`src/rtl/mad_pkg.sv`:
```
// constants and types for the memory attribute decoder
package mad_pkg;

  typedef enum logic [1:0] {
    MAD_STRONG = 2'h0,
    MAD_DEVICE = 2'h1,
    MAD_NORMAL = 2'h2
  } mad_mem_type_t;

  typedef struct packed {
    mad_mem_type_t mem_type;
    logic [1:0]    inner;
    logic [1:0]    outer;
    logic          shareable;
  } mad_attr_t;

  typedef struct packed {
    logic        valid;
    logic [31:0] addr;
    logic        fetch;
    logic        priv;
    logic        region_hit;
    logic [4:0]  region_code;
    logic        region_shareable;
    logic        region_noexec;
  } mad_req_t;

  // cacheability codes
  localparam logic [1:0] MAD_NONCACHE = 2'h0;
  localparam logic [1:0] MAD_WBA      = 2'h1;
  localparam logic [1:0] MAD_WTH      = 2'h2;

  // address fields
  localparam int MAD_GRP_HI = 31;
  localparam int MAD_GRP_LO = 29;
  localparam int MAD_SYS_HI = 28;
  localparam int MAD_SYS_LO = 20;

  // default map groups
  localparam logic [2:0] MAD_GRP_CODE   = 3'h0;
  localparam logic [2:0] MAD_GRP_SRAM   = 3'h1;
  localparam logic [2:0] MAD_GRP_PERIPH = 3'h2;
  localparam logic [2:0] MAD_GRP_RAM_WB = 3'h3;
  localparam logic [2:0] MAD_GRP_RAM_WTH = 3'h4;
  localparam logic [2:0] MAD_GRP_SHDEV  = 3'h5;
  localparam logic [2:0] MAD_GRP_DEV    = 3'h6;
  localparam logic [2:0] MAD_GRP_SYSTEM = 3'h7;
  localparam logic [8:0] MAD_PRIV_PERIPH_SEL = 9'h000;

  // region codes
  localparam logic [4:0] MAD_RC_STRONG  = 5'h00;
  localparam logic [4:0] MAD_RC_SHDEV   = 5'h01;
  localparam logic [4:0] MAD_RC_NORM_A  = 5'h02;
  localparam logic [4:0] MAD_RC_NORM_B  = 5'h03;
  localparam logic [4:0] MAD_RC_NORM_C  = 5'h04;
  localparam logic [4:0] MAD_RC_IMPDEF  = 5'h06;
  localparam logic [4:0] MAD_RC_WBA     = 5'h07;
  localparam logic [4:0] MAD_RC_DEV     = 5'h08;

  // register offsets
  localparam logic [11:0] MAD_CTRL_OFF  = 12'h000;
  localparam logic [11:0] MAD_STAT_OFF  = 12'h004;
  localparam logic [11:0] MAD_FADDR_OFF = 12'h008;
  localparam logic [11:0] MAD_FCNT_OFF  = 12'h00c;

  // control fields
  localparam int MAD_CTRL_ENABLE  = 0;
  localparam int MAD_CTRL_PRIVDEF = 1;
  localparam int MAD_CTRL_FLT_EN  = 2;
  localparam int MAD_CTRL_DEM_LO  = 4;
  localparam int MAD_CTRL_DEM_HI  = 5;
  localparam logic [31:0] MAD_CTRL_RESET = 32'h0000_0000;

  // status fields
  localparam int MAD_STAT_MM   = 8;
  localparam int MAD_STAT_HARD = 9;
  localparam int MAD_STAT_DEF  = 10;

  // demotion modes
  localparam logic [1:0] MAD_DEM_NONE = 2'h0;
  localparam logic [1:0] MAD_DEM_WTH  = 2'h1;

endpackage : mad_pkg

```
`src/rtl/mad_memory_attribute_decode.sv`:
```
// memory attribute decoder with apb control registers
//
// Behaviour
// - enabled region codes 0, 1, 8 give strong, shared device, plain device
// - codes 2-4 and 1xxxx give normal memory, cacheability from code bits
// - code 00110 gives chosen attributes; other codes are reserved
// - code 00111 gives normal write-back allocate at both levels
// - disabled, absent or overridden protection uses default map on bits 31:29
// - groups 000 and 100 are normal write-through, not shared
// - groups 001 and 011 are normal write-back allocate, not shared
// - groups 010 and 110 are device, non-cacheable, not shared
// - group 101 is device, non-cacheable, shared
// - group 111 first megabyte strong shared, else device not shared
// - default map outer cacheability equals inner cacheability
// - fetch from execute-never area raises memory-management fault
// - protection unit cannot make system region executable
// - violations report memory-management fault, else escalated hard fault
// - cache policy may be demoted, never promoted
// - strongly-ordered result is always shareable
// - system region splits into private peripheral and vendor areas
// - default map is sole map when unit absent or disabled
// - privileged miss with default-map enable falls back to default map
// - top eighth of address space decodes with system attributes unless a region hits
`timescale 1ns/10ps
module mad_memory_attribute_decode #(
  parameter int HAS_PROT = 1
) (
  input  wire logic              ref_clk,
  input  wire logic              reset,
  input  wire logic              psel,
  input  wire logic              penable,
  input  wire logic              pwrite,
  input  wire logic [11:0]       paddr,
  input  wire logic [31:0]       pwdata,
  output logic                   pready,
  output logic [31:0]            prdata,
  output logic                   pslverr,
  input  mad_pkg::mad_req_t      req,
  output mad_pkg::mad_attr_t     attr,
  output logic                   attr_valid,
  output logic                   execute_never,
  output logic                   memory_management_fault,
  output logic                   escalated_hard_fault
);
  import mad_pkg::*;

  generate
    if (HAS_PROT != 0 && HAS_PROT != 1)
    begin : g_check
      $error("HAS_PROT must be 0 or 1");
    end
  endgenerate

  function automatic mad_attr_t mk(mad_mem_type_t t, logic [1:0] i,
                                   logic [1:0] o, logic s);
    mad_attr_t a;
    a.mem_type  = t;
    a.inner     = i;
    a.outer     = o;
    a.shareable = s;
    return a;
  endfunction : mk

  // region code decode
  function automatic mad_attr_t region_attribute_decode(logic [4:0] code,
                                                        logic s);
    mad_attr_t a;
    a = mk(MAD_DEVICE, MAD_NONCACHE, MAD_NONCACHE, 1'b0);
    if (code[4])
      a = mk(MAD_NORMAL, code[1:0], code[3:2], s);
    else
    begin
      unique case (code)
        MAD_RC_STRONG: a = mk(MAD_STRONG, MAD_NONCACHE, MAD_NONCACHE, 1'b1);
        MAD_RC_SHDEV:  a = mk(MAD_DEVICE, MAD_NONCACHE, MAD_NONCACHE, 1'b1);
        MAD_RC_DEV:    a = mk(MAD_DEVICE, MAD_NONCACHE, MAD_NONCACHE, 1'b0);
        MAD_RC_NORM_A,
        MAD_RC_NORM_B,
        MAD_RC_NORM_C: a = mk(MAD_NORMAL, code[1:0], code[1:0], s);
        MAD_RC_IMPDEF: a = mk(MAD_NORMAL, MAD_NONCACHE, MAD_NONCACHE, s);
        MAD_RC_WBA:    a = mk(MAD_NORMAL, MAD_WBA, MAD_WBA, s);
        default:       a = mk(MAD_DEVICE, MAD_NONCACHE, MAD_NONCACHE, 1'b0);
      endcase
    end
    return a;
  endfunction : region_attribute_decode

  // fixed address map decode
  function automatic mad_attr_t default_attribute_decode(logic [31:0] pa);
    mad_attr_t  a;
    logic [1:0] c;
    a = mk(MAD_DEVICE, MAD_NONCACHE, MAD_NONCACHE, 1'b0);
    unique case (pa[MAD_GRP_HI:MAD_GRP_LO])
      MAD_GRP_CODE,
      MAD_GRP_RAM_WTH: a = mk(MAD_NORMAL, MAD_WTH, MAD_WTH, 1'b0);
      MAD_GRP_SRAM,
      MAD_GRP_RAM_WB: a = mk(MAD_NORMAL, MAD_WBA, MAD_WBA, 1'b0);
      MAD_GRP_PERIPH,
      MAD_GRP_DEV:    a = mk(MAD_DEVICE, MAD_NONCACHE, MAD_NONCACHE, 1'b0);
      MAD_GRP_SHDEV:  a = mk(MAD_DEVICE, MAD_NONCACHE, MAD_NONCACHE, 1'b1);
      MAD_GRP_SYSTEM:
      begin
        // private peripheral region, then vendor system region
        if (pa[MAD_SYS_HI:MAD_SYS_LO] == MAD_PRIV_PERIPH_SEL)
          a = mk(MAD_STRONG, MAD_NONCACHE, MAD_NONCACHE, 1'b1);
        else
          a = mk(MAD_DEVICE, MAD_NONCACHE, MAD_NONCACHE, 1'b0);
      end
    endcase
    c = a.inner;
    a.outer = c;
    return a;
  endfunction : default_attribute_decode

  // cache policy demotion, never promotion
  function automatic logic [1:0] demote(logic [1:0] c, logic [1:0] mode);
    logic [1:0] r;
    r = c;
    if (mode == MAD_DEM_WTH)
    begin
      if (c == MAD_WBA)
        r = MAD_WTH;
    end
    else if (mode != MAD_DEM_NONE)
      r = MAD_NONCACHE;
    return r;
  endfunction : demote

  function automatic logic addr_noexec(logic [31:0] pa);
    logic [2:0] g;
    g = pa[MAD_GRP_HI:MAD_GRP_LO];
    return (g == MAD_GRP_PERIPH) || (g >= MAD_GRP_SHDEV);
  endfunction : addr_noexec

  logic [31:0] ctrl_reg;
  logic [31:0] faddr_reg;
  logic [31:0] fcnt_reg;
  logic        mm_flag_reg;
  logic        hard_flag_reg;
  logic        def_flag_reg;
  logic        prot_on;
  logic        use_region;
  logic        miss_fault;
  logic        noexec_now;
  logic        fault_now;
  logic [1:0]  dem_mode;
  mad_attr_t   raw_attr;
  mad_attr_t   attr_next;
  logic        apb_wr;
  logic        apb_setup;
  logic        clr_mm;
  logic        clr_hard;
  logic        is_sys;

  assign dem_mode = ctrl_reg[MAD_CTRL_DEM_HI:MAD_CTRL_DEM_LO];
  assign prot_on  = (HAS_PROT == 1) && ctrl_reg[MAD_CTRL_ENABLE];
  assign use_region = prot_on && req.region_hit;
  assign miss_fault = prot_on && !req.region_hit &&
                      !(req.priv && ctrl_reg[MAD_CTRL_PRIVDEF]);
  assign is_sys = req.addr[MAD_GRP_HI:MAD_GRP_LO] == MAD_GRP_SYSTEM;

  // combinational decode path
  always_comb
  begin
    if (use_region)
      raw_attr = region_attribute_decode(req.region_code,
                                         req.region_shareable);
    else
      raw_attr = default_attribute_decode(req.addr);
    attr_next = raw_attr;
    if (raw_attr.mem_type == MAD_NORMAL)
    begin
      attr_next.inner = demote(raw_attr.inner, dem_mode);
      attr_next.outer = demote(raw_attr.outer, dem_mode);
    end
    if (raw_attr.mem_type == MAD_STRONG)
      attr_next.shareable = 1'b1;
    if (use_region)
      noexec_now = req.region_noexec || is_sys;
    else
      noexec_now = addr_noexec(req.addr);
    fault_now = req.valid && (miss_fault || (req.fetch && noexec_now));
  end

  // registered attribute outputs
  always_ff @(posedge ref_clk or posedge reset)
  begin
    if (reset)
    begin
      attr          <= '{MAD_DEVICE, MAD_NONCACHE, MAD_NONCACHE, 1'b0};
      attr_valid    <= 1'b0;
      execute_never <= 1'b0;
    end
    else
    begin
      attr_valid <= req.valid;
      if (req.valid)
      begin
        attr          <= attr_next;
        execute_never <= noexec_now;
      end
    end
  end

  // fault pulses
  always_ff @(posedge ref_clk or posedge reset)
  begin
    if (reset)
    begin
      memory_management_fault <= 1'b0;
      escalated_hard_fault    <= 1'b0;
    end
    else
    begin
      memory_management_fault <= fault_now && ctrl_reg[MAD_CTRL_FLT_EN];
      escalated_hard_fault    <= fault_now && !ctrl_reg[MAD_CTRL_FLT_EN];
    end
  end

  // apb handshake
  assign apb_setup = psel && !penable;
  assign apb_wr    = psel && penable && pready && pwrite;
  assign clr_mm    = apb_wr && (paddr == MAD_STAT_OFF) && pwdata[MAD_STAT_MM];
  assign clr_hard  = apb_wr && (paddr == MAD_STAT_OFF) &&
                     pwdata[MAD_STAT_HARD];

  function automatic logic mapped(logic [11:0] a);
    return (a == MAD_CTRL_OFF) || (a == MAD_STAT_OFF) ||
           (a == MAD_FADDR_OFF) || (a == MAD_FCNT_OFF);
  endfunction : mapped

  always_ff @(posedge ref_clk or posedge reset)
  begin
    if (reset)
    begin
      pready  <= 1'b0;
      pslverr <= 1'b0;
      prdata  <= '0;
    end
    else
    begin
      pready  <= apb_setup;
      pslverr <= apb_setup && !mapped(paddr);
      prdata  <= '0;
      if (apb_setup && !pwrite)
      begin
        unique case (paddr)
          MAD_CTRL_OFF:  prdata <= ctrl_reg;
          MAD_STAT_OFF:  prdata <= {21'h000000, def_flag_reg, hard_flag_reg,
                                    mm_flag_reg, 1'b0, attr};
          MAD_FADDR_OFF: prdata <= faddr_reg;
          MAD_FCNT_OFF:  prdata <= fcnt_reg;
          default:       prdata <= '0;
        endcase
      end
    end
  end

  // control register
  always_ff @(posedge ref_clk or posedge reset)
  begin
    if (reset)
      ctrl_reg <= MAD_CTRL_RESET;
    else if (apb_wr && paddr == MAD_CTRL_OFF)
      ctrl_reg <= {26'h0000000, pwdata[MAD_CTRL_DEM_HI:MAD_CTRL_DEM_LO],
                   1'b0, pwdata[MAD_CTRL_FLT_EN:MAD_CTRL_ENABLE]};
  end

  // sticky fault flags, set wins over clear; default-map flag follows each valid request
  always_ff @(posedge ref_clk or posedge reset)
  begin
    if (reset)
    begin
      mm_flag_reg   <= 1'b0;
      hard_flag_reg <= 1'b0;
      def_flag_reg  <= 1'b0;
    end
    else
    begin
      if (fault_now && ctrl_reg[MAD_CTRL_FLT_EN])
        mm_flag_reg <= 1'b1;
      else if (clr_mm)
        mm_flag_reg <= 1'b0;
      if (fault_now && !ctrl_reg[MAD_CTRL_FLT_EN])
        hard_flag_reg <= 1'b1;
      else if (clr_hard)
        hard_flag_reg <= 1'b0;
      if (req.valid)
        def_flag_reg <= !use_region;
    end
  end

  // fault address and count
  always_ff @(posedge ref_clk or posedge reset)
  begin
    if (reset)
    begin
      faddr_reg <= '0;
      fcnt_reg  <= '0;
    end
    else
    begin
      if (fault_now)
        faddr_reg <= req.addr;
      if (fault_now)
        fcnt_reg <= fcnt_reg + 32'h0000_0001;
      else if (apb_wr && paddr == MAD_FCNT_OFF)
        fcnt_reg <= '0;
    end
  end

  strong_region_a: assert property (@(posedge ref_clk) disable iff (reset)
    (req.valid && use_region && req.region_code == MAD_RC_STRONG) |=>
    (attr.mem_type == MAD_STRONG && attr.inner == MAD_NONCACHE &&
     attr.shareable))
    else $error("strong region code misdecoded");

  wba_region_a: assert property (@(posedge ref_clk) disable iff (reset)
    (req.valid && use_region && req.region_code == MAD_RC_WBA &&
     dem_mode == MAD_DEM_NONE) |=>
    (attr.mem_type == MAD_NORMAL && attr.inner == MAD_WBA &&
     attr.outer == MAD_WBA && attr.shareable == $past(req.region_shareable)))
    else $error("write-back region code misdecoded");

  outer_code_a: assert property (@(posedge ref_clk) disable iff (reset)
    (req.valid && use_region && req.region_code[4] &&
     dem_mode == MAD_DEM_NONE) |=>
    (attr.outer == $past(req.region_code[3:2]) &&
     attr.inner == $past(req.region_code[1:0])))
    else $error("normal region cacheability wrong");

  default_wth_a: assert property (@(posedge ref_clk) disable iff (reset)
    (req.valid && !use_region && dem_mode == MAD_DEM_NONE &&
     (req.addr[MAD_GRP_HI:MAD_GRP_LO] == MAD_GRP_CODE ||
      req.addr[MAD_GRP_HI:MAD_GRP_LO] == MAD_GRP_RAM_WTH)) |=>
    (attr == mk(MAD_NORMAL, MAD_WTH, MAD_WTH, 1'b0)))
    else $error("write-through group misdecoded");

  shared_dev_a: assert property (@(posedge ref_clk) disable iff (reset)
    (req.valid && !use_region &&
     req.addr[MAD_GRP_HI:MAD_GRP_LO] == MAD_GRP_SHDEV) |=>
    (attr.mem_type == MAD_DEVICE && attr.shareable))
    else $error("shared device group misdecoded");

  sys_split_a: assert property (@(posedge ref_clk) disable iff (reset)
    (req.valid && !use_region && is_sys) |=>
    ((attr.mem_type == MAD_STRONG) ==
     ($past(req.addr[MAD_SYS_HI:MAD_SYS_LO]) == MAD_PRIV_PERIPH_SEL)))
    else $error("system region split wrong");

  outer_inner_a: assert property (@(posedge ref_clk) disable iff (reset)
    (req.valid && !use_region) |=> (attr.outer == attr.inner))
    else $error("default outer differs from inner");

  noexec_fetch_a: assert property (@(posedge ref_clk) disable iff (reset)
    (req.valid && req.fetch && !use_region && addr_noexec(req.addr)) |=>
    (memory_management_fault || escalated_hard_fault))
    else $error("execute-never fetch not faulted");

  sys_noexec_a: assert property (@(posedge ref_clk) disable iff (reset)
    (req.valid && is_sys) |=> execute_never)
    else $error("system region made executable");

  escalate_a: assert property (@(posedge ref_clk) disable iff (reset)
    escalated_hard_fault |-> !memory_management_fault &&
    !$past(ctrl_reg[MAD_CTRL_FLT_EN]))
    else $error("fault escalated while enabled");

  no_promote_a: assert property (@(posedge ref_clk) disable iff (reset)
    (req.valid && raw_attr.inner == MAD_NONCACHE) |=>
    (attr.inner == MAD_NONCACHE))
    else $error("cache policy promoted");

  strong_share_a: assert property (@(posedge ref_clk) disable iff (reset)
    attr.mem_type == MAD_STRONG |-> attr.shareable)
    else $error("strongly-ordered not shareable");

  privdef_a: assert property (@(posedge ref_clk) disable iff (reset)
    (req.valid && prot_on && !req.region_hit && req.priv &&
     ctrl_reg[MAD_CTRL_PRIVDEF] && !req.fetch) |=>
    (!memory_management_fault && !escalated_hard_fault))
    else $error("privileged background access faulted");

endmodule : mad_memory_attribute_decode

```
`config.mk`:
```
export PLATFORM = sky130hd
export DESIGN_NAME = mad_memory_attribute_decode
export DESIGN_NICKNAME = d
export VERILOG_FILES = /design/src/rtl/mad_pkg.sv /design/src/rtl/mad_memory_attribute_decode.sv
export SDC_FILE = /design/constraint.sdc
export NUM_CORES = 1
export LEC_CHECK = 0
export BUFFER_PORTS_ARGS = -buffer_cell sky130_fd_sc_hd__clkbuf_2
export CORE_ASPECT_RATIO = 1.4
export CORE_MARGIN = 2
export CORE_UTILIZATION = 24
export DETAILED_ROUTE_END_ITERATION = 7
export PLACE_DENSITY = 0.44
export SKIP_CTS_REPAIR_TIMING = 1
export SLEW_MARGIN = 20
export SYNTH_ARGS = -nofsm -noshare
export SYNTH_HDL_FRONTEND = slang
export SYNTH_SLANG_ARGS = --single-unit
```
`constraint.sdc`:
```
create_clock -name ref_clk -period 3.66 [get_ports ref_clk]
set_input_delay 0.549 -clock ref_clk [delete_from_list [all_inputs] [get_ports ref_clk]]
set_output_delay 0.549 -clock ref_clk [all_outputs]
set_load 0.02 [all_outputs]
```
==> results of run 1 <==
-- through the flow --
step	total power [mW]	hold WS (ns)	instances
2_1_floorplan	1.686	0.4340	577
3_3_place_gp	1.824	0.4510	979
3_5_place_dp	1.836	0.4565	979
4_1_cts	3.545	0.1556	1011
5_1_grt	3.657	0.1819	1011
6_report	3.486	0.1535	1011
-- cell families after synthesis --
| logic type | count (synthesis) | share of synthesized area, % |
|---|---|---|
| adders and majority gates | 1 | 0.2240 |
| muxes | 43 | 9.521 |
| DFF | 117 | 52.44 |
| AOI/OAI and AO/OA | 96 | 11.98 |
| and+or+nand+nor | 273 | 22.51 |
| buffers and inverters | 47 | 3.315 |
-- power breakdown --
part	switching [mW]	internal, mW
registers	0.0886	1.40
clock network	0.592	1.09
logic	0.181	0.137
-- layout make-up --
| class | instances | area [µm²] |
|---|---|---|
| clock buffer | 24 | 501.7 |
| timing repair buffer | 128 | 708.2 |
| fill | 2394 | 15860 |
| tap | 306 | 382.9 |
| inverter | 15 | 58.81 |
| sequential | 117 | 2929 |
| multi-input combinational | 413 | 2504 |
| clock inverter | 8 | 96.34 |
-- layer usage --
| metal | share of wire, % | global-route usage [%] | routed length, µm |
|---|---|---|---|
| met1 | 41 | 16.06 | 6959 |
| met3 | 3.6 | 3.355 | 611 |
| met2 | 53 | 25.80 | 8880 |
| met5 | 0 | 0 | 0 |
| met4 | 2.0 | 5.806 | 341 |
-- placed cells by master, fill, tap and decap left out, types with 14 or more instances in the layout --
master / instances
clkbuf_2: 111
nand3_1: 23
o21ai_0: 16
mux2i_1: 22
a22oi_1: 27
dfrtp_1: 116
inv_1: 14
nor2_1: 46
buf_4: 15
nand2_1: 137
clkbuf_16: 17
-- worst paths after layout --
path                          startpoint             to  slack (ns)
max                          ctrl_reg[0]   fcnt_reg[22]        1.14
min                                reset  faddr_reg[26]        0.15
max reg2reg                  ctrl_reg[0]   fcnt_reg[22]        1.14
min reg2reg                faddr_reg[10]  faddr_reg[10]        0.46
max in group asynchronous          reset   faddr_reg[9]        2.68
min in group ref_clk             req[42]     attr_valid        0.28
==> results.yml, run 1 <==
setup_path:
  critical-path-max-stage-delay_ns: 0.46
  path_cells: "and2_1 -> o221a_2 -> o21ai_4 -> buf_4 -> o21ai_0 -> a2bb2oi_1"
  end_kind: "flip-flop"
  crit_type: "reg2reg"
  critPathTopFamily: "compound AO/OA/AOI/OAI gates"
  worstRegToRegCells: 6
  arrival_ns: 2.85
  cp-start-kind: "flip-flop"
  cp_max_fo: 34
  crit_cells: 6
  critPathBufInv: 1
  cp_slowest_cell: "dfrtp_1"
  required_ns: 3.99
floorplanning:
  row_count: 66
  coreArea_mm2: 0.02304
  io_pins: 137
  initial_core_util_pct: 24.24
  die_w_um: 132.9
  die_h_um: 184.5
  die-area_mm2: 0.02453
synthesis:
  synth.ff_latch_count: 117
  synth_top_cell_by_area: "dfrtp_1"
  synth_area_mm2: 0.005585
  yosysWarnings: 0
  syn_avg_cell_area_um2: 9.680
  synth_fp_nets: 670
  synthCells: 577
  yosys.area.top_type_share_pct: 51.97
  synth_edf_count: 0
  synth_most_common_cell: "nand2_1"
  ys.flop_type: "dfrtp_1"
  synth_area_leaders: "dfrtp_1, nand2_1, mux2i_1, a22oi_1, nor2_1"
  seq_area_frac_synth_pct: 52.44
  synth.distinct_cells: 54
  synth_commonest_cells: "nand2_1, dfrtp_1, nor2_1"
  async_reset_ff_share_pct: 100.0
sta:
  finalCritPeriodShare_pct: 68.92
  tightest_slew_ns: 0.8533
  setup_slack_ns: 1.137
  fin_skew_ns: 0.008828
  period_minus_slack_ns: 2.523
  slew_viol_final: 0
  fmax_mhz: 396.4
  slew_headroom_pct: 42.99
  tns_ns: 0
  rsz0062_at_grt: "false"
  hold_violations: 0
  setup_viol: 0
flow_run:
  max-cap-violations: 0
clocking:
  clockBufferDepth: 2
  cts_root_buffer: "clkbuf_16"
  cts_buffers: 17
  clk_latency_ns: 0.41
  clkSlewWorstSetupHoldPaths_ns: 0.05
  cts_tree: "done"
  clock-sinks: 117
  htree_levels: 4
power:
  vdd_drop_max_uv: 323.4
  p_leak_nw: 3.278
  power.density_mw_per_mm2: 485.5
placed_design:
  port_buffers: 111
  dp.final_hpwl_mm: 12.01
  placed_area_mm2: 0.006583
  preCtsSetupSlack_ns: 0.8316
  finalWeightedCongestion: 0.8538
global_route:
  grt_pass1_wl_mm: 27.01
  grt_usage_pct: 14.25
  first_global_vias: 5061
  grt_max_degree: 51
  antenna_found_initial: 0
  overflow: 0
route:
  ant_nets: 0
  firstDrtPassIters: 4
  wl_per_cell_um: 16.61
  num_vias: 4762
  drtIter0Drc: 219
  vias_per_cell: 4.710
  drt-total-wl_mm: 16.79
  drc_errors: 0
cells_and_area:
  nets: 785
  final_core_util_pct: 31.17
  n_antenna_cell: 0
  syn_to_final_growth_pct: 28.56
  drive_gt1_share_pct: 27.23
  design_area_mm2: 0.007181
worst_hold_path:
  hold_path.class: "in2async"
outcome:
  outcome: "complete, no violations"
Power figures use the tool's default switching activity.
==> run 2: changes to the inputs <==
--- a/config.mk
+++ b/config.mk
@@ -10,7 +10,7 @@
 export CORE_MARGIN = 2
 export CORE_UTILIZATION = 24
 export DETAILED_ROUTE_END_ITERATION = 7
-export PLACE_DENSITY = 0.44
+export PLACE_DENSITY = 0.42
 export SKIP_CTS_REPAIR_TIMING = 1
 export SLEW_MARGIN = 20
 export SYNTH_ARGS = -nofsm -noshare
==> constraint.sdc (replaced) <==
create_clock -name ref_clk -period 2.6 [get_ports ref_clk]
set_input_delay 0.39 -clock ref_clk [delete_from_list [all_inputs] [get_ports ref_clk]]
set_output_delay 0.39 -clock ref_clk [all_outputs]
set_load 0.02 [all_outputs]
==> run 2 against run 1 <==
  * The flow now finishes with violations (negative hold slack)
  * Worst hold slack lost 0.18 ns
  * Global-route usage shrank 0.11 points
  * Clock power grew 48%
  * Utilization grew 0.78 points
  * Critical path depth is the same
  * Sequential share of layout area shrank 1.0 points
  * Combinational power grew 42%
  * Flip-flop and latch count is the same
  * Fmax grew 13%
  * Count of clock-buffer cells in the layout grew 1
  * Largest cell class unchanged
==> results.yml, run 2 (same netlist as run 1, synthesis figures left out) <==
floorplanning:
  die-area_mm2: 0.02453
  initial_core_util_pct: 24.24
  io_pins: 137
  coreArea_mm2: 0.02304
  row_count: 66
  die_w_um: 132.9
  die_h_um: 184.5
global_route:
  met3_usage_pct: 3.273
  grt_use_met1_pct: 16.25
  first_global_vias: 5000
  overflow: 0
  antenna_found_initial: 0
  grt_pass1_wl_mm: 26.87
  grt_usage_pct: 14.15
  grt_max_degree: 58
  met2_usage_pct: 25.26
  grt-busiest-layer: "met2"
route:
  drtIter0Drc: 184
  drc_errors: 0
  wl_per_cell_um: 16.27
  drt-total-wl_mm: 16.63
  num_vias: 4768
  firstDrtPassIters: 4
  ant_nets: 0
  vias_per_cell: 4.665
clocking:
  clk_latency_ns: 0.42
  clock-sinks: 117
  cts_tree: "done"
  clkSlewWorstSetupHoldPaths_ns: 0.06
  htree_levels: 4
  cts_buffers: 17
  cts_root_buffer: "clkbuf_16"
  clockBufferDepth: 2
sta:
  fmax_mhz: 449.5
  rsz0062_at_grt: "false"
  fin_skew_ns: 0.008179
  setup_viol: 0
  period_minus_slack_ns: 2.225
  tns_ns: 0
  slew_headroom_pct: 64.81
  slew_viol_final: 0
  finalCritPeriodShare_pct: 85.56
  hold_slack_ns: -0.02458
  hold_violations: 15
  tightest_slew_ns: 0.5256
setup_path:
  arrival_ns: 2.56
  r2r_end: "fcnt_reg[31]"
  crit_end: "fcnt_reg[31]"
  cp-startpoint: "ctrl_reg[0]"
  cp-start-kind: "flip-flop"
  cp_slowest_cell: "dfrtp_1"
  worstRegToRegCells: 6
  required_ns: 2.94
  cp_max_fo: 8
  path_cells: "and3b_1 -> o32ai_1 -> buf_4 -> o211ai_1 -> nor4_1 -> mux2i_1"
  r2r-start: "ctrl_reg[0]"
  critical-path-max-stage-delay_ns: 0.46
  crit_type: "reg2reg"
  end_kind: "flip-flop"
  rrSetupSlack_ns: 0.38
cells_and_area:
  final_common_cell: "nand2_1"
  nets: 796
  drive_gt1_share_pct: 28.35
  syn_to_final_growth_pct: 31.79
  n_fill_cell: 2377
  final_cells: 1022
  final_cell_mix: "nand2_1, dfrtp_1, clkbuf_2"
  n_antenna_cell: 0
worst_hold_path:
  hold_path.class: "in2async"
placed_design:
  dp.final_hpwl_mm: 12.13
  finalWeightedCongestion: 0.8375
  port_buffers: 111
  dp_cells: 990
power:
  vdd_drop_max_uv: 458.0
  internal_power_mw: 3.829
  p_leak_nw: 3.363
  swShare_pct: 24.12
  switchingPower_mw: 1.217
  p_clk_share_pct: 49.4
  pwr-share-seq_pct: 41.6
  power.density_mw_per_mm2: 685.5
  p_comb_share_pct: 9.0
flow_run:
  max-cap-violations: 0
outcome:
  violations: "negative hold slack"
  outcome: "finished, violations left"
-- run 2: cell types whose count changed in the layout (fill, tap and decap cells not counted) --
cell        change
clkinvlp_4      +1
inv_4           -1
clkinv_2        -2
buf_12          +5
bufinv_16       +1
buf_4           +6
clkbuf_8        +1
-- run 2: layout make-up --
type | instances | area, µm² | area share, %
well taps | 306 | 382.9 | 5.201
inverters | 15 | 60.06 | 0.8159
clock buffers | 25 | 515.5 | 7.003
multi-input cells | 413 | 2504 | 34.01
clock inverters | 7 | 116.4 | 1.581
repair buffers | 139 | 853.3 | 11.59
flip-flops and latches | 117 | 2929 | 39.79
-- run 2: per-stage QoR --
step | util [%] | cell area (µm²) | total power, mW | worst slack, ns | hold WS, ns
final | 31.95 | 7361 | 5.046 | 0.3754 | -0.02458
after global routing | 31.95 | 7361 | 5.280 | 0.1631 | 0.009797
after CTS | 31.95 | 7361 | 5.124 | 0.3139 | -0.02790
after detailed placement | 29.21 | 6729 | 2.592 | 0.08820 | 0.4241
after global placement | 29.21 | 6729 | 2.579 | 0.08145 | 0.4205
after floorplan | - | 5589 | 2.374 | 0.2312 | 0.4214
-- run 2: worst max-delay path, delay by kind of cell (launching register included) --
family	cells	cell delay, ns
muxes	1	0.22
and+or+nand+nor	2	0.66
DFF	1	0.46
buffers and inverters	1	0.22
AOI/OAI and AO/OA	2	0.58
-- run 2: routing by layer --
metal  part of all wire, %  up-vias  wire length [µm]
met5                     0        -                 0
met1                    42     2348              6942
met4                   1.8        0               297
li1                      -     2293                 -
met2                    52      107              8725
met3                   4.0       20               661
-- run 2: worst min-delay path by stage --
stage | from | to
6_report | reset | attr_valid
5_1_grt | reset | attr_valid
4_1_cts | reset | attr_valid
3_5_place_dp | reset | prdata[25]
3_3_place_gp | reset | prdata[25]
2_1_floorplan | req[42] | attr_valid
-- run 2: power groups by stage --
| stage | Combinational (mW) | Sequential [mW] | Clock [mW] |
|---|---|---|---|
| after floorplan | 0.273 | 2.10 | 0 |
| after global placement | 0.456 | 2.12 | 0 |
| after detailed placement | 0.465 | 2.13 | 0 |
| after CTS | 0.466 | 2.10 | 2.56 |
| after global routing | 0.519 | 2.12 | 2.64 |
| final | 0.453 | 2.10 | 2.49 |
